<file path="src/verilog/asx_pkg.sv">
// constants and carrier types for the asynchronous serial port
// assumes one system clock and an external 16x baud tick
package asx_pkg;

  // ****************************************
  // register map
  // ****************************************
  localparam logic [2:0] ADDR_TX_CTRL = 3'h0;
  localparam logic [2:0] ADDR_RX_CTRL = 3'h1;
  localparam logic [2:0] ADDR_TX_BUF = 3'h2;
  localparam logic [2:0] ADDR_RX_DATA = 3'h3;
  localparam logic [2:0] ADDR_BAUD_POL = 3'h4;
  localparam logic [2:0] ADDR_DIV_HIGH = 3'h5;
  localparam logic [2:0] ADDR_DIV_LOW = 3'h6;
  localparam logic [2:0] ADDR_IRQ_CTRL = 3'h7;

  // ****************************************
  // field positions
  // ****************************************
  // transmit_status_control
  localparam int TX_NINE_BIT = 6;
  localparam int TX_ON_BIT = 5;
  localparam int TX_SYNC_BIT = 4;
  localparam int TX_HIGH_RATE_BIT = 2;
  localparam int TX_SHIFT_EMPTY_BIT = 1;
  localparam int TX_NINTH_DATA_BIT = 0;
  // receive_status_control
  localparam int RX_PORT_ON_BIT = 7;
  localparam int RX_NINE_BIT = 6;
  localparam int RX_CONT_ON_BIT = 4;
  localparam int RX_FRAME_ERR_BIT = 2;
  localparam int RX_OVERRUN_BIT = 1;
  localparam int RX_NINTH_DATA_BIT = 0;
  // baud_and_polarity_control
  localparam int BP_TX_INVERT_BIT = 4;
  localparam int BP_WIDE_DIV_BIT = 3;
  // interrupt control and flags
  localparam int IRQ_GLOBAL_BIT = 7;
  localparam int IRQ_PERIPH_BIT = 6;
  localparam int IRQ_RX_ALLOW_BIT = 5;
  localparam int IRQ_TX_ALLOW_BIT = 4;
  localparam int IRQ_RX_FLAG_BIT = 1;
  localparam int IRQ_TX_FLAG_BIT = 0;

  // ****************************************
  // reset values and timing
  // ****************************************
  localparam logic [7:0] RESET_BYTE = 8'h00;
  localparam logic [3:0] OVERSAMPLE_LAST = 4'hF;
  localparam logic [3:0] VOTE_FIRST = 4'h7;
  localparam logic [3:0] VOTE_SECOND = 4'h8;
  localparam logic [3:0] VOTE_DECIDE = 4'h9;
  localparam logic [3:0] FRAME_BITS_8 = 4'hA;
  localparam logic [3:0] FRAME_BITS_9 = 4'hB;
  localparam logic [3:0] DATA_BITS_8 = 4'h8;
  localparam logic [3:0] DATA_BITS_9 = 4'h9;

  typedef struct packed {
    logic [2:0] addr;
    logic [7:0] wrData;
    logic wrStrobe;
    logic rdStrobe;
  } asx_bus_req_type;

  typedef struct packed {
    logic frameErr;
    logic [8:0] data;
  } asx_rx_char_type;

  typedef enum logic [1:0] {RX_IDLE, RX_START, RX_DATA, RX_STOP} asx_rx_state_type;

endpackage : asx_pkg

</file>
<file path="src/verilog/asx_top.sv">
// asynchronous serial port: registers, receiver, pin control
// assumes an external baud generator feeding a 16x tick on clk_sys
//
// Decided for this implementation: the address map and the address-and-strobe port.
`timescale 1ns/1ps
`default_nettype none
module asx_top (
  input wire logic clk_sys,
  input wire logic rst,
  input wire asx_pkg::asx_bus_req_type busReq,
  output logic [7:0] rdData,
  input wire logic tick16,
  input wire logic rxLine,
  output logic txLineOut,
  output logic txLineOe,
  output logic irq,
  output logic [15:0] baudDivisor,
  output logic highRateSel,
  output logic wideDivisorSel
);
  logic nineTx_reg;
  logic txOn_reg;
  logic syncMode_reg;
  logic ninthData_reg;
  logic portOn_reg;
  logic nineRx_reg;
  logic contRx_reg;
  logic txInvert_reg;
  logic globalIrq_reg;
  logic periphIrq_reg;
  logic rxIrqAllow_reg;
  logic txIrqAllow_reg;
  logic overrun_reg;
  logic rxSync1_reg;
  logic rxSync2_reg;
  logic rxPrev_reg;
  logic [3:0] rxCnt_reg;
  logic [1:0] votes_reg;
  logic [3:0] rxBits_reg;
  logic [8:0] rxShift_reg;
  asx_pkg::asx_rx_state_type rxState_reg;
  logic wrTxCtrl;
  logic wrTxBuf;
  logic rdRxData;
  logic txSerial;
  logic txHoldEmpty;
  logic txShiftEmpty;
  logic txFlag;
  logic rxFlag;
  logic rxActive;
  logic vote;
  logic decideNow;
  logic fifoPush;
  logic fifoEmpty;
  logic fifoFull;
  logic [3:0] dataBits;
  asx_pkg::asx_rx_char_type rxChar;
  asx_pkg::asx_rx_char_type fifoHead;

  // ****************************************
  // bus decode
  // ****************************************
  assign wrTxCtrl = busReq.wrStrobe && busReq.addr == asx_pkg::ADDR_TX_CTRL;
  assign wrTxBuf = busReq.wrStrobe && busReq.addr == asx_pkg::ADDR_TX_BUF;
  assign rdRxData = busReq.rdStrobe && busReq.addr == asx_pkg::ADDR_RX_DATA;
  assign txFlag = portOn_reg && txOn_reg && txHoldEmpty;
  assign rxFlag = !fifoEmpty;
  // sync mode is not built, so it only gates both directions off
  assign rxActive = contRx_reg && !syncMode_reg && portOn_reg;

  always_ff @(posedge clk_sys) begin
    if (rst) begin
      nineTx_reg <= 1'b0;
      txOn_reg <= 1'b0;
      syncMode_reg <= 1'b0;
      highRateSel <= 1'b0;
      ninthData_reg <= 1'b0;
    end else if (wrTxCtrl) begin
      nineTx_reg <= busReq.wrData[asx_pkg::TX_NINE_BIT];
      txOn_reg <= busReq.wrData[asx_pkg::TX_ON_BIT];
      syncMode_reg <= busReq.wrData[asx_pkg::TX_SYNC_BIT];
      highRateSel <= busReq.wrData[asx_pkg::TX_HIGH_RATE_BIT];
      ninthData_reg <= busReq.wrData[asx_pkg::TX_NINTH_DATA_BIT];
    end
  end

  always_ff @(posedge clk_sys) begin
    if (rst) begin
      portOn_reg <= 1'b0;
      nineRx_reg <= 1'b0;
      contRx_reg <= 1'b0;
    end else if (busReq.wrStrobe && busReq.addr == asx_pkg::ADDR_RX_CTRL) begin
      portOn_reg <= busReq.wrData[asx_pkg::RX_PORT_ON_BIT];
      nineRx_reg <= busReq.wrData[asx_pkg::RX_NINE_BIT];
      contRx_reg <= busReq.wrData[asx_pkg::RX_CONT_ON_BIT];
    end
  end

  always_ff @(posedge clk_sys) begin
    if (rst) begin
      txInvert_reg <= 1'b0;
      wideDivisorSel <= 1'b0;
      baudDivisor <= {asx_pkg::RESET_BYTE, asx_pkg::RESET_BYTE};
    end else if (busReq.wrStrobe) begin
      unique case (busReq.addr)
        asx_pkg::ADDR_BAUD_POL: begin
          txInvert_reg <= busReq.wrData[asx_pkg::BP_TX_INVERT_BIT];
          wideDivisorSel <= busReq.wrData[asx_pkg::BP_WIDE_DIV_BIT];
        end
        asx_pkg::ADDR_DIV_HIGH: baudDivisor[15:8] <= busReq.wrData;
        asx_pkg::ADDR_DIV_LOW: baudDivisor[7:0] <= busReq.wrData;
        default: begin
        end
      endcase
    end
  end

  always_ff @(posedge clk_sys) begin
    if (rst) begin
      {globalIrq_reg, periphIrq_reg, rxIrqAllow_reg, txIrqAllow_reg} <= 4'h0;
    end else if (busReq.wrStrobe && busReq.addr == asx_pkg::ADDR_IRQ_CTRL) begin
      globalIrq_reg <= busReq.wrData[asx_pkg::IRQ_GLOBAL_BIT];
      periphIrq_reg <= busReq.wrData[asx_pkg::IRQ_PERIPH_BIT];
      rxIrqAllow_reg <= busReq.wrData[asx_pkg::IRQ_RX_ALLOW_BIT];
      txIrqAllow_reg <= busReq.wrData[asx_pkg::IRQ_TX_ALLOW_BIT];
    end
  end

  // ****************************************
  // read port
  // ****************************************
  // unmapped or write-only addresses read zero
  always_ff @(posedge clk_sys) begin
    if (rst) begin
      rdData <= asx_pkg::RESET_BYTE;
    end else if (busReq.rdStrobe) begin
      rdData <= asx_pkg::RESET_BYTE;
      unique case (busReq.addr)
        asx_pkg::ADDR_TX_CTRL: begin
          rdData[asx_pkg::TX_NINE_BIT] <= nineTx_reg;
          rdData[asx_pkg::TX_ON_BIT] <= txOn_reg;
          rdData[asx_pkg::TX_SYNC_BIT] <= syncMode_reg;
          rdData[asx_pkg::TX_HIGH_RATE_BIT] <= highRateSel;
          rdData[asx_pkg::TX_SHIFT_EMPTY_BIT] <= txShiftEmpty;
          rdData[asx_pkg::TX_NINTH_DATA_BIT] <= ninthData_reg;
        end
        asx_pkg::ADDR_RX_CTRL: begin
          rdData[asx_pkg::RX_PORT_ON_BIT] <= portOn_reg;
          rdData[asx_pkg::RX_NINE_BIT] <= nineRx_reg;
          rdData[asx_pkg::RX_CONT_ON_BIT] <= contRx_reg;
          rdData[asx_pkg::RX_FRAME_ERR_BIT] <= !fifoEmpty && fifoHead.frameErr;
          rdData[asx_pkg::RX_OVERRUN_BIT] <= overrun_reg;
          rdData[asx_pkg::RX_NINTH_DATA_BIT] <= !fifoEmpty && fifoHead.data[8];
        end
        asx_pkg::ADDR_RX_DATA: rdData <= fifoEmpty ? asx_pkg::RESET_BYTE : fifoHead.data[7:0];
        asx_pkg::ADDR_BAUD_POL: begin
          rdData[asx_pkg::BP_TX_INVERT_BIT] <= txInvert_reg;
          rdData[asx_pkg::BP_WIDE_DIV_BIT] <= wideDivisorSel;
        end
        asx_pkg::ADDR_DIV_HIGH: rdData <= baudDivisor[15:8];
        asx_pkg::ADDR_DIV_LOW: rdData <= baudDivisor[7:0];
        asx_pkg::ADDR_IRQ_CTRL: begin
          rdData[asx_pkg::IRQ_GLOBAL_BIT] <= globalIrq_reg;
          rdData[asx_pkg::IRQ_PERIPH_BIT] <= periphIrq_reg;
          rdData[asx_pkg::IRQ_RX_ALLOW_BIT] <= rxIrqAllow_reg;
          rdData[asx_pkg::IRQ_TX_ALLOW_BIT] <= txIrqAllow_reg;
          rdData[asx_pkg::IRQ_RX_FLAG_BIT] <= rxFlag;
          rdData[asx_pkg::IRQ_TX_FLAG_BIT] <= txFlag;
        end
        default: begin
        end
      endcase
    end
  end

  // ****************************************
  // transmitter and pin
  // ****************************************
  asx_tx u_tx (
    .clk_sys(clk_sys),
    .rst(rst),
    .enable(txOn_reg && portOn_reg && !syncMode_reg),
    .tick16(tick16),
    .nineBits(nineTx_reg),
    .load(wrTxBuf && txOn_reg && portOn_reg),
    .loadData({ninthData_reg, busReq.wrData}),
    .serialOut(txSerial),
    .holdEmpty(txHoldEmpty),
    .shiftEmpty(txShiftEmpty)
  );

  // port output latch is not modelled, so the pin floats when the port is off
  always_ff @(posedge clk_sys) begin
    if (rst) begin
      txLineOe <= 1'b0;
      txLineOut <= 1'b0;
    end else begin
      txLineOe <= portOn_reg;
      txLineOut <= portOn_reg && (txSerial ^ txInvert_reg);
    end
  end

  always_ff @(posedge clk_sys) begin
    if (rst) begin
      irq <= 1'b0;
    end else begin
      irq <= globalIrq_reg && periphIrq_reg &&
             ((txIrqAllow_reg && txFlag) || (rxIrqAllow_reg && rxFlag));
    end
  end

  // ****************************************
  // receiver
  // ****************************************
  always_ff @(posedge clk_sys) begin
    if (rst) begin
      rxSync1_reg <= 1'b1;
      rxSync2_reg <= 1'b1;
      rxPrev_reg <= 1'b1;
    end else begin
      rxSync1_reg <= rxLine;
      rxSync2_reg <= rxSync1_reg;
      rxPrev_reg <= rxSync2_reg;
    end
  end

  assign dataBits = nineRx_reg ? asx_pkg::DATA_BITS_9 : asx_pkg::DATA_BITS_8;
  // three samples around the bit centre, decided on the third
  assign vote = (votes_reg[0] & votes_reg[1]) | (votes_reg[0] & rxSync2_reg) |
                (votes_reg[1] & rxSync2_reg);
  assign decideNow = tick16 && rxCnt_reg == asx_pkg::VOTE_DECIDE;
  assign rxChar.frameErr = !vote;
  assign rxChar.data = nineRx_reg ? rxShift_reg : {1'b0, rxShift_reg[8:1]};
  // while overrun stands, finished characters are discarded
  assign fifoPush = rxState_reg == asx_pkg::RX_STOP && decideNow && !overrun_reg;

  always_ff @(posedge clk_sys) begin
    if (rst || !rxActive) begin
      rxState_reg <= asx_pkg::RX_IDLE;
      rxCnt_reg <= 4'h0;
      votes_reg <= 2'b00;
      rxBits_reg <= 4'h0;
      rxShift_reg <= 9'h000;
    end else begin
      if (tick16) begin
        rxCnt_reg <= rxCnt_reg + 4'h1;
        if (rxCnt_reg == asx_pkg::VOTE_FIRST) begin
          votes_reg[0] <= rxSync2_reg;
        end
        if (rxCnt_reg == asx_pkg::VOTE_SECOND) begin
          votes_reg[1] <= rxSync2_reg;
        end
      end
      unique case (rxState_reg)
        asx_pkg::RX_IDLE: begin
          if (rxPrev_reg && !rxSync2_reg) begin
            rxState_reg <= asx_pkg::RX_START;
            rxCnt_reg <= 4'h0;
          end
        end
        asx_pkg::RX_START: begin
          if (decideNow) begin
            rxBits_reg <= 4'h0;
            rxState_reg <= vote ? asx_pkg::RX_IDLE : asx_pkg::RX_DATA;
          end
        end
        asx_pkg::RX_DATA: begin
          if (decideNow) begin
            rxShift_reg <= {vote, rxShift_reg[8:1]};
            rxBits_reg <= rxBits_reg + 4'h1;
            if (rxBits_reg + 4'h1 == dataBits) begin
              rxState_reg <= asx_pkg::RX_STOP;
            end
          end
        end
        asx_pkg::RX_STOP: begin
          if (decideNow) begin
            rxState_reg <= asx_pkg::RX_IDLE;
          end
        end
      endcase
    end
  end

  // the clear is tested first, so it wins over a set that falls in the cycle receive turns off
  always_ff @(posedge clk_sys) begin
    if (rst || !contRx_reg || !portOn_reg) begin
      overrun_reg <= 1'b0;
    end else if (rxState_reg == asx_pkg::RX_STOP && decideNow && fifoFull) begin
      overrun_reg <= 1'b1;
    end
  end

  asx_rx_fifo #(
    .DEPTH(2)
  ) u_rx_fifo (
    .clk_sys(clk_sys),
    .rst(rst),
    .flush(!portOn_reg),
    .push(fifoPush && !fifoFull),
    .pushData(rxChar),
    .pop(rdRxData),
    .head(fifoHead),
    .empty(fifoEmpty),
    .full(fifoFull)
  );
endmodule : asx_top
`default_nettype wire

</file>
<file path="src/verilog/asx_tx.sv">
// transmit holding buffer and shift register
// assumes a 16x baud tick pulse on the same clock
`timescale 1ns/1ps
`default_nettype none
module asx_tx (
  input wire logic clk_sys,
  input wire logic rst,
  input wire logic enable,
  input wire logic tick16,
  input wire logic nineBits,
  input wire logic load,
  input wire logic [8:0] loadData,
  output logic serialOut,
  output logic holdEmpty,
  output logic shiftEmpty
);
  logic [8:0] hold_reg;
  logic holdFull_reg;
  logic [10:0] frame_reg;
  logic [3:0] bitsLeft_reg;
  logic [3:0] subCnt_reg;
  logic busy;
  logic bitEnd;

  assign busy = (bitsLeft_reg != 4'h0);
  assign bitEnd = busy && tick16 && (subCnt_reg == asx_pkg::OVERSAMPLE_LAST);
  assign serialOut = busy ? frame_reg[0] : 1'b1;
  assign holdEmpty = !holdFull_reg;
  assign shiftEmpty = !busy;

  // ****************************************
  // holding buffer
  // ****************************************
  // all nine bits are captured in one write
  always_ff @(posedge clk_sys) begin
    if (rst || !enable) begin
      holdFull_reg <= 1'b0;
      hold_reg <= 9'h000;
    end else if (load) begin
      holdFull_reg <= 1'b1;
      hold_reg <= loadData;
    end else if (!busy) begin
      holdFull_reg <= 1'b0;
    end
  end

  // ****************************************
  // shifter
  // ****************************************
  always_ff @(posedge clk_sys) begin
    if (rst || !enable) begin
      frame_reg <= 11'h7FF;
      bitsLeft_reg <= 4'h0;
      subCnt_reg <= 4'h0;
    end else if (!busy && holdFull_reg) begin
      // start low, data lsb first, stop high
      frame_reg <= nineBits ? {1'b1, hold_reg, 1'b0} : {2'b11, hold_reg[7:0], 1'b0};
      bitsLeft_reg <= nineBits ? asx_pkg::FRAME_BITS_9 : asx_pkg::FRAME_BITS_8;
      subCnt_reg <= 4'h0;
    end else if (busy && tick16) begin
      subCnt_reg <= subCnt_reg + 4'h1;
      if (bitEnd) begin
        frame_reg <= {1'b1, frame_reg[10:1]};
        bitsLeft_reg <= bitsLeft_reg - 4'h1;
      end
    end
  end
endmodule : asx_tx
`default_nettype wire

</file>
<file path="src/verilog/asx_rx_fifo.sv">
// two-entry receive buffer, flip-flop storage
// assumes the caller never pushes while full
`timescale 1ns/1ps
`default_nettype none
module asx_rx_fifo #(
  parameter int DEPTH = 2
) (
  input wire logic clk_sys,
  input wire logic rst,
  input wire logic flush,
  input wire logic push,
  input wire asx_pkg::asx_rx_char_type pushData,
  input wire logic pop,
  output asx_pkg::asx_rx_char_type head,
  output logic empty,
  output logic full
);
  asx_pkg::asx_rx_char_type mem_reg [DEPTH];
  logic [$clog2(DEPTH):0] count_reg;
  logic [$clog2(DEPTH)-1:0] rdPtr_reg;
  logic [$clog2(DEPTH)-1:0] wrPtr_reg;
  logic doPush;
  logic doPop;

  assign empty = (count_reg == '0);
  assign full = (count_reg == ($clog2(DEPTH)+1)'(DEPTH));
  assign doPush = push && !full;
  assign doPop = pop && !empty;
  assign head = mem_reg[rdPtr_reg];

  always_ff @(posedge clk_sys) begin
    if (rst || flush) begin
      count_reg <= '0;
      rdPtr_reg <= '0;
      wrPtr_reg <= '0;
    end else begin
      if (doPush) begin
        wrPtr_reg <= ($clog2(DEPTH))'((wrPtr_reg + 1'b1) % DEPTH);
      end
      if (doPop) begin
        rdPtr_reg <= ($clog2(DEPTH))'((rdPtr_reg + 1'b1) % DEPTH);
      end
      count_reg <= count_reg + {{$clog2(DEPTH){1'b0}}, doPush} - {{$clog2(DEPTH){1'b0}}, doPop};
    end
  end

  // ****************************************
  // storage
  // ****************************************
  for (genvar i = 0; i < DEPTH; i++) begin : g_entry
    always_ff @(posedge clk_sys) begin
      if (rst) begin
        mem_reg[i] <= '0;
      end else if (doPush && wrPtr_reg == i) begin
        mem_reg[i] <= pushData;
      end
    end
  end
endmodule : asx_rx_fifo
`default_nettype wire

</file>
<file path="config.mk">
export PLATFORM = sky130hd
export DESIGN_NAME = asx_top
export DESIGN_NICKNAME = d
export VERILOG_FILES = /design/src/verilog/asx_pkg.sv /design/src/verilog/asx_top.sv /design/src/verilog/asx_tx.sv /design/src/verilog/asx_rx_fifo.sv
export SDC_FILE = /design/constraint.sdc
export NUM_CORES = 1
export LEC_CHECK = 0
export ABC_AREA = 1
export BUFFER_PORTS_ARGS = -buffer_cell sky130_fd_sc_hd__buf_2
export CAP_MARGIN = 40
export CORE_MARGIN = 2
export CORE_UTILIZATION = 29
export DETAILED_ROUTE_END_ITERATION = 8
export PLACE_DENSITY_LB_ADDON = 0.25
export SETUP_SLACK_MARGIN = 0.02
export SYNTH_ARGS = -nofsm -noshare
export SYNTH_HDL_FRONTEND = slang
export SYNTH_SLANG_ARGS = --single-unit
</file>
<file path="constraint.sdc">
create_clock -name clk_sys -period 4.88 [get_ports clk_sys]
set_input_delay 0.488 -clock clk_sys [delete_from_list [all_inputs] [get_ports clk_sys]]
set_output_delay 0.488 -clock clk_sys [all_outputs]
set_load 0.02 [all_outputs]
</file>
After elaboration in Yosys (flattened, before gate mapping)
Memory sizes are Yosys's and may differ from the RTL's. A register that Yosys moved wholly into a read port is not among the register bits.
Cells that the tools add are included.
{"block": "op_classes", "addsub": 8, "eq_ne": 22, "n_mux": 46, "bitwise": 9, "n_reduce_logical": 67}
{"operator": "11-bit 2-to-1 mux", "n": 3}
{"operator": "1-bit logical AND", "n": 32}
{"operator": "4-bit 2-to-1 mux", "n": 8}
{"operator": "10-bit 2-to-1 mux", "n": 3}
{"operator": "1-bit 2-to-1 mux", "n": 15}
{"operator": "1-bit one-hot mux with 5 select lines", "n": 3}
{"operator": "2-bit AND reduction", "n": 7}
{"operator": "4-bit by 1-bit adder with 4-bit output (second input constant)", "n": 3}
{"operator": "3-bit == test (second input constant)", "n": 4}
{"operator": "4-bit == test (second input constant)", "n": 3}
{"operator": "1-bit logical NOT", "n": 12}
{"operator": "2-bit 2-to-1 mux", "n": 6}
{"operator": "2-bit one-hot mux with 6 select lines", "n": 1}
{"operator": "2-bit inequality test (second input constant)", "n": 5}
{"operator": "9-bit 2-to-1 mux", "n": 1}
{"operator": "8-bit 2-to-1 mux", "n": 1}
{"operator": "2-bit one-hot mux with 4 select lines", "n": 1}
{"operator": "4-bit one-hot mux with 2 select lines", "n": 1}
{"operator": "1-bit one-hot mux with 7 select lines", "n": 1}
{"operator": "2-bit == test (second input constant)", "n": 3}
{"operator": "3-bit by 2-bit == test with 1-bit output (second input constant)", "n": 2}
{"operator": "1-bit logical OR", "n": 6}
{"operator": "1-bit one-hot mux with 6 select lines", "n": 1}
{"operator": "2-bit nonzero test", "n": 3}
{"operator": "other kinds (20)", "n": 27}
{"block": "totals", "reg_bits": 99, "ram_bits": 20, "in_bits": 17, "output_inout_bits": 29, "word_cells": 191, "mem_count": 1}
{"memory": "u_rx_fifo.mem_reg", "words": 2, "width": 10, "read_ports": 1, "rd_ports_with_merged_regs": 1, "wr": 2, "line": "asx_rx_fifo.sv:18", "source": "asx_pkg::asx_rx_char_type mem_reg [DEPTH];"}

Longest topological paths before layout
Gate-level depths: netlist of run 1.
{"block": "depth", "depth_word": 11, "mapped_depth": 11, "depth_no_buf": 11}

By module
Synthesis of run 1 repeated with hierarchy kept, for this count alone.
{"block": "unflattened", "hier_cells": 701, "area_unflattened_um2": 5527.8}
{"module": "asx_top", "instances": 1, "cells_per_inst": 413, "area_each_um2": 3014.1, "seq_area_each_um2": 1321.3}
{"module": "asx_tx", "instances": 1, "cells_per_inst": 182, "area_each_um2": 1356.3, "seq_area_each_um2": 560.5}
{"module": "asx_rx_fifo", "instances": 1, "cells_per_inst": 106, "area_each_um2": 1157.4, "seq_area_each_um2": 700.7}

Worst setup path before layout of run 1
No wires, ideal clock.
{"block": "synth_path", "kind": "input to register", "start": "input busReq[12] in the netlist's numbering", "end": "register u_rx_fifo.count_reg[1]", "arrival_ps": 1756, "required_ps": 4810, "setup_slack_ps": 3054, "path_stages": 9, "path_buffers": 1, "path_cell_list": "buf_2 -> nor2_1 -> nand2_1 -> nor2_2 -> ha_1 -> inv_1 -> ha_1 -> or2_2 -> a21oi_1"}
{"block": "synth_between", "elab_chain_cells": 4}
{"item": "start: declaration", "line": "asx_top.sv:10", "source": "input wire asx_pkg::asx_bus_req_type busReq,"}
{"item": "3-bit by 2-bit == test with 1-bit output", "line": "asx_top.sv:65", "source": "assign rdRxData = busReq.rdStrobe && busReq.addr == asx_pkg::ADDR_RX_DATA;"}
{"item": "1-bit logical AND", "line": "asx_top.sv:65"}
{"item": "1-bit logical AND", "line": "asx_rx_fifo.sv:28", "source": "assign doPop = pop && !empty;"}
{"item": "named net u_rx_fifo.doPop", "line": "asx_rx_fifo.sv:23", "source": "logic doPop;"}
{"item": "2-bit by 1-bit subtractor with 2-bit output", "line": "asx_rx_fifo.sv:43", "source": "count_reg <= count_reg + {{$clog2(DEPTH){1'b0}}, doPush} - {{$clog2(DEPTH){1'b0}}, doPop};"}
{"item": "end signal: assignment", "line": "asx_rx_fifo.sv:43"}
{"item": "end: declaration", "line": "asx_rx_fifo.sv:19", "source": "logic [$clog2(DEPTH):0] count_reg;"}
The timed path passes the listed nets, and every way through them passes these cells.
A chain may end at the register's enable or synchronous reset.

Worst setup path in the final report of run 1
{"block": "layout_path", "start": "register u_rx_fifo.count_reg[1]", "end": "register u_rx_fifo.count_reg[1]"}
{"block": "layout_between", "elab_cells_between_ends": 9, "cone_classes": "add/sub (2); eq/ne (1); reduce/logical (6)"}
{"item": "2-bit logical NOT", "line": "asx_rx_fifo.sv:25", "source": "assign empty = (count_reg == '0);"}
{"item": "1-bit logical NOT", "line": "asx_rx_fifo.sv:28"}
{"item": "1-bit logical AND", "line": "asx_rx_fifo.sv:28"}
{"item": "named net u_rx_fifo.doPop", "line": "asx_rx_fifo.sv:23"}
{"item": "2-bit by 1-bit subtractor with 2-bit output", "line": "asx_rx_fifo.sv:43"}
The timed path passes the listed nets, and every way through them passes these cells.

==> parameters.txt, run 1 <==
Parameter                              Value

Cells and area
  Area growth from synthesis to layout    19.6%
  Post-route core utilization    35.2%
  Number of antenna diodes    0
  Max reg flops    20
  Share of final-layout standard cells stronger than drive strength 1    14.6%
  Post-layout net count    753
  Post-route cell area    0.00630 sq mm

Worst setup path
  CP startpoint    u_rx_fifo.count_reg[1]
  Capturing element type of the critical path    flop
  Crit path buf inv count    2
  Crit path max fanout    6
  Data required time of the worst path    5230 ps
  Crit path cell chain    nor2_1 > inv_1 > nand2_1 > nor2_2 > ha_1 > inv_1 > ha_1 > or2_2 > a21oi_1
  Cell with the largest stage delay on the worst path    sky130_fd_sc_hd__dfxtp_1
  Critical Path AT    2360 ps
  Worst setup path class    reg -> reg
  Launch instance of the worst register-to-register path    u_rx_fifo.count_reg[1]
  Startpoint kind of the worst setup timing path    flop
  R2R Setup Slk    2870 ps
  Biggest cell delay along the critical path    between 300 and 400 ps
  Category of cells accounting for the largest share of critical-path delay    simple AND/OR/NAND/NOR gates

Synthesis
  Sequential fraction of the synthesis area    approximately half
  Most instantiated flip-flop cell in the synthesis netlist    sky130_fd_sc_hd__dfxtp_1
  Post-synthesis cell count    slightly below 700
  Leading cell type by number of instances after synthesis    sky130_fd_sc_hd__nand2_1
  Fraction of synthesized cell area taken by the top area cell type    37.6%
  Largest cells by area after synthesis    sky130_fd_sc_hd__dfxtp_1 (38%), sky130_fd_sc_hd__edfxtp_1 (11%), sky130_fd_sc_hd__nand2_1 (9.6%)
  FFs w/ async S/R, synth    0%
  Number of nets in the synthesized netlist    708
  Library cell with the largest summed area after synthesis    sky130_fd_sc_hd__dfxtp_1
  Top cells by count, synth    sky130_fd_sc_hd__nand2_1 (135), sky130_fd_sc_hd__dfxtp_1 (99), sky130_fd_sc_hd__nor2_1 (93)
  Synth warnings    0
  Synth cell types    37
  Cell area after synthesis    0.00527 sq mm
  Post-synth EDFFs    20
  Syn_area_per_cell    around 7.7 sq um
  Seq cells post-synth    between 100 and 150

Floorplanning
  Effective utilization at floorplan    29.4%
  Die extent in x    139 um
  Ports    46
  Vert. Die Dim    139 um
  CORE AREA    0.0179 sq mm
  Die area    0.0193 sq mm
  Rows    49

Clocking
  Clock tree sinks    around 120
  Number of buffers on the longest clock path    2
  Total of cells resized after clock tree synthesis    0
  Buffer count from post-CTS setup fixing    0
  Insertion delay of the later-clocked pin in the worst-skew pair    420 ps
  Count of H-tree levels built during CTS    4
  Clock tree from TritonCTS    built
  Clock Pin Slew Worst Setup and Hold Paths    50 ps
  Total of hold buffers inserted after clock tree synthesis    0
  Buffer cell driving the clock tree root    sky130_fd_sc_hd__clkbuf_16
  Total clock buffers created by CTS    17

Timing
  Hold Fails Final Rpt    0
  Transition time of the tightest slew-check pin    between 600 and 700 ps
  RSZ-0062 raised after global routing    no
  Final worst path period share    41.2%
  Tmin final    between 2000 and 2500 ps
  Slew margin rel.    a little under three fifths
  Max-slew violation count    0
  Highest clock frequency the design can meet    ~500 MHz
  Total setup violations reported at the end of the flow    0
  Skew final    9.71 ps
  Setup_tns    0 ps

Placement
  Detailed placement HPWL    9670 um
  Final weighted congestion of routability-driven global placement    ~0.84
  Post-DP Area    around 0.0057 sq mm
  IO Port Bufs    between 40 and 50

Hold path
  Min-delay worst type    in -> reg
  Worst Hold Launch    rxLine

Power
  Cell Pwr Density    about 380 mW/mm^2
  LEAKAGE    2.45 nW
  Max VDD drop    0.250 mV

Global routing
  Gr usage total    14.3%
  Total global routing overflow    0
  Number of global-route vias before repair    4,273
  Pin count of the biggest net entering global routing    23
  Number of antenna violations at the first check in global routing    0
  First-pass GRT wire length    21,900 um

Run status
  Status    finished clean

Routing
  WL per Instance    13.6 um
  First-iteration detailed-routing DRC count    327
  Mean number of vias per cell    4.58
  Detailed-route via count    4,442
  Number of remaining DRC errors    0
  Post-Route WL    between 10,000 and 15,000 um
  DRT antenna net count    0
  Number of iterations in the first detailed-routing pass    5

Flow run
  Max-cap check violation count    0
worst reg2reg max path, cell delays in order (launching register included):
cell,delay [ps]
sky130_fd_sc_hd__dfxtp_1,340
sky130_fd_sc_hd__nor2_1,220
sky130_fd_sc_hd__inv_1,150
sky130_fd_sc_hd__nand2_1,230
sky130_fd_sc_hd__nor2_2,90
sky130_fd_sc_hd__ha_1,280
sky130_fd_sc_hd__inv_1,40
sky130_fd_sc_hd__ha_1,170
sky130_fd_sc_hd__or2_2,300
sky130_fd_sc_hd__a21oi_1,120
stage by stage:
| stage | std cells | hold WS, ps | power (mW) | setup WS [ps] |
|---|---|---|---|---|
| floorplan | 683 | 389 | 1.11 | 3050 |
| finish | 970 | 253 | 2.37 | 2870 |
| global route | 970 | 248 | 2.46 | 2660 |
| global placement | 937 | 392 | 1.15 | 2470 |
| CTS | 970 | 233 | 2.40 | 2840 |
| detailed placement | 938 | 394 | 1.15 | 2620 |
cell usage in the layout (no fill, tap or decap), types with 3 or more instances in the layout:
cell	count
sky130_fd_sc_hd__clkbuf_1	3
sky130_fd_sc_hd__a21oi_1	62
sky130_fd_sc_hd__dfxtp_1	99
sky130_fd_sc_hd__nor3_1	4
sky130_fd_sc_hd__clkbuf_8	4
sky130_fd_sc_hd__edfxtp_1	20
sky130_fd_sc_hd__ha_1	8
sky130_fd_sc_hd__nand4_1	12
sky130_fd_sc_hd__buf_2	45
sky130_fd_sc_hd__inv_2	9
sky130_fd_sc_hd__nand3_1	33
sky130_fd_sc_hd__nand3_2	3
sky130_fd_sc_hd__o22ai_1	4
sky130_fd_sc_hd__inv_1	64
sky130_fd_sc_hd__nand2_2	3
sky130_fd_sc_hd__nor2_1	93
sky130_fd_sc_hd__nor2_4	3
sky130_fd_sc_hd__o211ai_1	12
sky130_fd_sc_hd__o21ai_1	6
sky130_fd_sc_hd__xnor2_1	6
sky130_fd_sc_hd__or2_2	5
sky130_fd_sc_hd__o21ai_0	61
sky130_fd_sc_hd__clkinv_2	4
sky130_fd_sc_hd__clkinv_1	3
sky130_fd_sc_hd__nor2_2	5
sky130_fd_sc_hd__clkbuf_16	17
sky130_fd_sc_hd__nand2_1	135
area by class of cell:
cell class | count | area, sq um
inverters | 76 | 285
multi-input cells | 467 | 2300
flip-flops and latches | 119 | 2580
fillers | 1893 | 11600
clock buffers | 24 | 492
clock inverters | 8 | 95.1
well taps | 229 | 287
repair buffers | 47 | 260
layer usage:
| layer | vias to the layer above | part of all wire, % | track usage, % |
|---|---|---|---|
| met5 | - | 0 | 0 |
| met4 | 0 | 1.6 | 5.69 |
| met3 | 16 | 4.8 | 3.97 |
| met2 | 97 | 44 | 21.6 |
| met1 | 1985 | 50 | 19.4 |
| li1 | 2344 | - | - |
path summary, 6_finish.rpt:
check                           cells after the start                endpoint
worst min-delay path                                2             rxSync1_reg
worst min register to register                      1             rxSync2_reg
worst max register to register                      9  u_rx_fifo.count_reg[1]
worst max-delay path                                9  u_rx_fifo.count_reg[1]
where the power goes:
part | internal [mW] | switching, mW | leakage, nW
clock network | 0.801 | 0.440 | 0.286
logic | 0.0295 | 0.0699 | 1.18
registers | 1.02 | 0.0119 | 0.991
total | 1.85 | 0.522 | 2.45
kinds of logic after synthesis:
family	Yosys count	share of synthesized area (%)
AOI/OAI and AO/OA	147	14.7
xor gates and xnor gates	7	1.16
adders and majority gates	8	1.90
buffers and inverters	97	7.34
DFF	119	49.0
muxes	2	0.380
and+or+nand+nor	303	25.5
No activity file was read; power rests on OpenSTA's default activity.
==> inputs of run 2 (changes only) <==
Clock period 4.88 ns to 1.7 ns, I/O delays scaled along.
==> parameters.txt, run 2 (synthesis results as in run 1) <==
Parameter                              Value

Power
  Sequential Power Share    42.7% (was 43.5%)
  Combinational Power Share    4.5% (was 4.2%)
  Cell Pwr Density    1030 mW/mm^2 (was 376 mW/mm^2)
  Part of the total power dissipated in the clock network    52.8% (was 52.3%)
  Max VDD drop    0.734 mV (was 0.250 mV)
  Overall power    6.93 mW (was 2.37 mW)
  LEAKAGE    2.64 nW (was 2.45 nW)
  Switching share of power    21.5% (was 22.0%)
  Net switching power    1.49 mW (was 0.522 mW)
  Internal Power    5.44 mW (was 1.85 mW)

Timing
  Max-slew violation count    0 (unchanged)
  Final worst path period share    98.9% (was 41.2%)
  Transition time of the tightest slew-check pin    636 ps (was 672 ps)
  Slew margin rel.    57.6% (was 55.1%)
  Highest clock frequency the design can meet    595 MHz (was 498 MHz)
  Total setup violations reported at the end of the flow    0 (unchanged)
  RSZ-0062 raised after global routing    yes (was no)
  Tmin final    1680 ps (was 2010 ps)
  Skew final    8.54 ps (was 9.71 ps)
  Hold Fails Final Rpt    0 (unchanged)
  Worst Slack Setup Final    18.7 ps (was 2870 ps)

Worst setup path
  Startpoint kind of the worst setup timing path    flop (unchanged)
  Data required time of the worst path    1810 ps (was 5230 ps)
  Capturing element type of the critical path    flop (unchanged)
  Cell mode on critical path    sky130_fd_sc_hd__nand2_2
  R2R Setup Slk    20 ps (was 2870 ps)
  Biggest cell delay along the critical path    320 ps (was 340 ps)
  Critical Path AT    1790 ps (was 2360 ps)
  Worst setup path class    reg -> reg (unchanged)
  Crit path max fanout    10 (was 6)
  Cell with the largest stage delay on the worst path    sky130_fd_sc_hd__dfxtp_2 (was sky130_fd_sc_hd__dfxtp_1)
  Crit path cell chain    inv_2 > ha_4 > nand3_2 > nor2_2 > nand2_2 > nor3_4 > nand2_2 > nand2_4 (was nor2_1 > inv_1 > nand2_1 > nor2_2 > ha_1 > inv_1 > ha_1 > or2_2 > a21oi_1)

Routing
  Post-Route WL    13,700 um (was 13,200 um)
  Number of iterations in the first detailed-routing pass    4 (was 5)
  Detailed-route via count    4,630 (was 4,442)
  WL per Instance    13.7 um (was 13.6 um)
  Mean number of vias per cell    4.62 (was 4.58)
  Number of remaining DRC errors    0 (unchanged)
  First-iteration detailed-routing DRC count    291 (was 327)
  DRT antenna net count    0 (unchanged)

Placement
  IO Port Bufs    45 (unchanged)
  Pre-CTS setup slack    22.0 ps (was 2620 ps)
  Detailed placement HPWL    9920 um (was 9670 um)
  Final weighted congestion of routability-driven global placement    0.866 (was 0.838)

Global routing
  Gr usage total    14.6% (was 14.3%)
  First-pass GRT wire length    22,400 um (was 21,900 um)
  Number of global-route vias before repair    4,353 (was 4,273)
  Number of antenna violations at the first check in global routing    0 (unchanged)
  Total global routing overflow    0 (unchanged)
  Pin count of the biggest net entering global routing    29 (was 23)

Floorplanning
  Vert. Die Dim    139 um (unchanged)
  Ports    46 (unchanged)
  CORE AREA    0.0179 sq mm (unchanged)
  Die area    0.0193 sq mm (unchanged)
  Die extent in x    139 um (unchanged)
  Effective utilization at floorplan    29.4% (unchanged)
  Rows    49 (unchanged)

Hold path
  Min-delay worst type    in -> reg (unchanged)

Clocking
  Clock tree sinks    119 (unchanged)
  Insertion delay of the later-clocked pin in the worst-skew pair    420 ps (about the same)
  Buffer cell driving the clock tree root    sky130_fd_sc_hd__clkbuf_16 (unchanged)
  Count of H-tree levels built during CTS    4 (unchanged)
  Clock Pin Slew Worst Setup and Hold Paths    50 ps (about the same)
  Clock tree from TritonCTS    built (unchanged)
  Number of buffers on the longest clock path    2 (unchanged)
  Total clock buffers created by CTS    17 (unchanged)

Cells and area
  Post-layout net count    786 (was 753)
  Area growth from synthesis to layout    27.3% (was 19.6%)
  Number of antenna diodes    0 (unchanged)
  Leading cell types in the layout, fill and taps excluded    sky130_fd_sc_hd__nand2_1 (129), sky130_fd_sc_hd__dfxtp_1 (98), sky130_fd_sc_hd__nor2_1 (82) (was sky130_fd_sc_hd__nand2_1 (135), sky130_fd_sc_hd__dfxtp_1 (99), sky130_fd_sc_hd__nor2_1 (93))
  Fillers    1,838 (was 1,893)
  Share of final-layout standard cells stronger than drive strength 1    21.1% (was 14.6%)
  Leading cell type in the layout, fill and taps excluded    sky130_fd_sc_hd__nand2_1 (unchanged)
  Max reg flops    20 (unchanged)

Run status
  Status    finished clean (unchanged)

Flow run
  Max-cap check violation count    0 (unchanged)
## run 2: power groups by stage
| stage | Combinational (mW) | Clock (mW) | Sequential [mW] |
|---|---|---|---|
| CTS | 0.309 | 3.74 | 2.95 |
| finish | 0.313 | 3.66 | 2.95 |
| global placement | 0.306 | 0 | 3.01 |
| global route | 0.349 | 3.89 | 2.96 |
| detailed placement | 0.305 | 0 | 3.01 |
| floorplan | 0.153 | 0 | 3.03 |
## run 2: layout make-up
cell class,count,area (sq um),area share [%]
clock buffer,24,482,7.18
clock inverter,8,121,1.81
inverter,76,288,4.29
multi-input combinational,470,2450,36.5
sequential,119,2580,38.5
tap,229,287,4.27
timing repair buffer,77,497,7.40
## run 2: timing repair
action / CTS / global route
resized for setup: 2 / 33
pin swaps: 0 / 8
hold buffers: 1 / 0
hold endpoints to repair: 1 / 0
setup buffers: 0 / 5
gates cloned: 0 / 3
setup endpoints to repair: 20 / 55
## run 2: metrics by stage
step	hold slack [ps]	setup TNS (ps)	area [sq um]	std cells	util, %
finish	43.8	0	6710	1003	37.5
global route	34.3	-1620	6710	1003	37.5
CTS	33.9	0	6520	995	36.4
detailed placement	356	0	5900	962	32.9
global placement	355	0	5900	962	32.9
floorplan	274	0	5280	683	-
## run 2: final timing paths
kind,from,endpoint,cells past startpoint
setup reg to reg,rxCnt_reg[1],u_rx_fifo.mem_reg[1][1],8
hold / removal,tick16,rxCnt_reg[1],3
hold reg to reg,rxSync1_reg,rxSync2_reg,1
setup / recovery,rxCnt_reg[1],u_rx_fifo.mem_reg[1][1],8
## run 2: worst max-delay path, delay by kind of cell (launching register included)
family	cells	cell delay, ps
simple gates	6	840
flops	1	320
fa+ha+maj	1	140
buf+inv	1	80
## run 2: metal layers
layer | GRT usage (%) | wire length [um] | up-vias | part of all wire (%)
met5 | 0 | 0 | - | 0
met4 | 5.64 | 263 | 0 | 1.9
met3 | 4.18 | 663 | 18 | 4.8
met2 | 22.4 | 6270 | 92 | 46
met1 | 19.6 | 6530 | 2107 | 48
li1 | - | - | 2413 | -
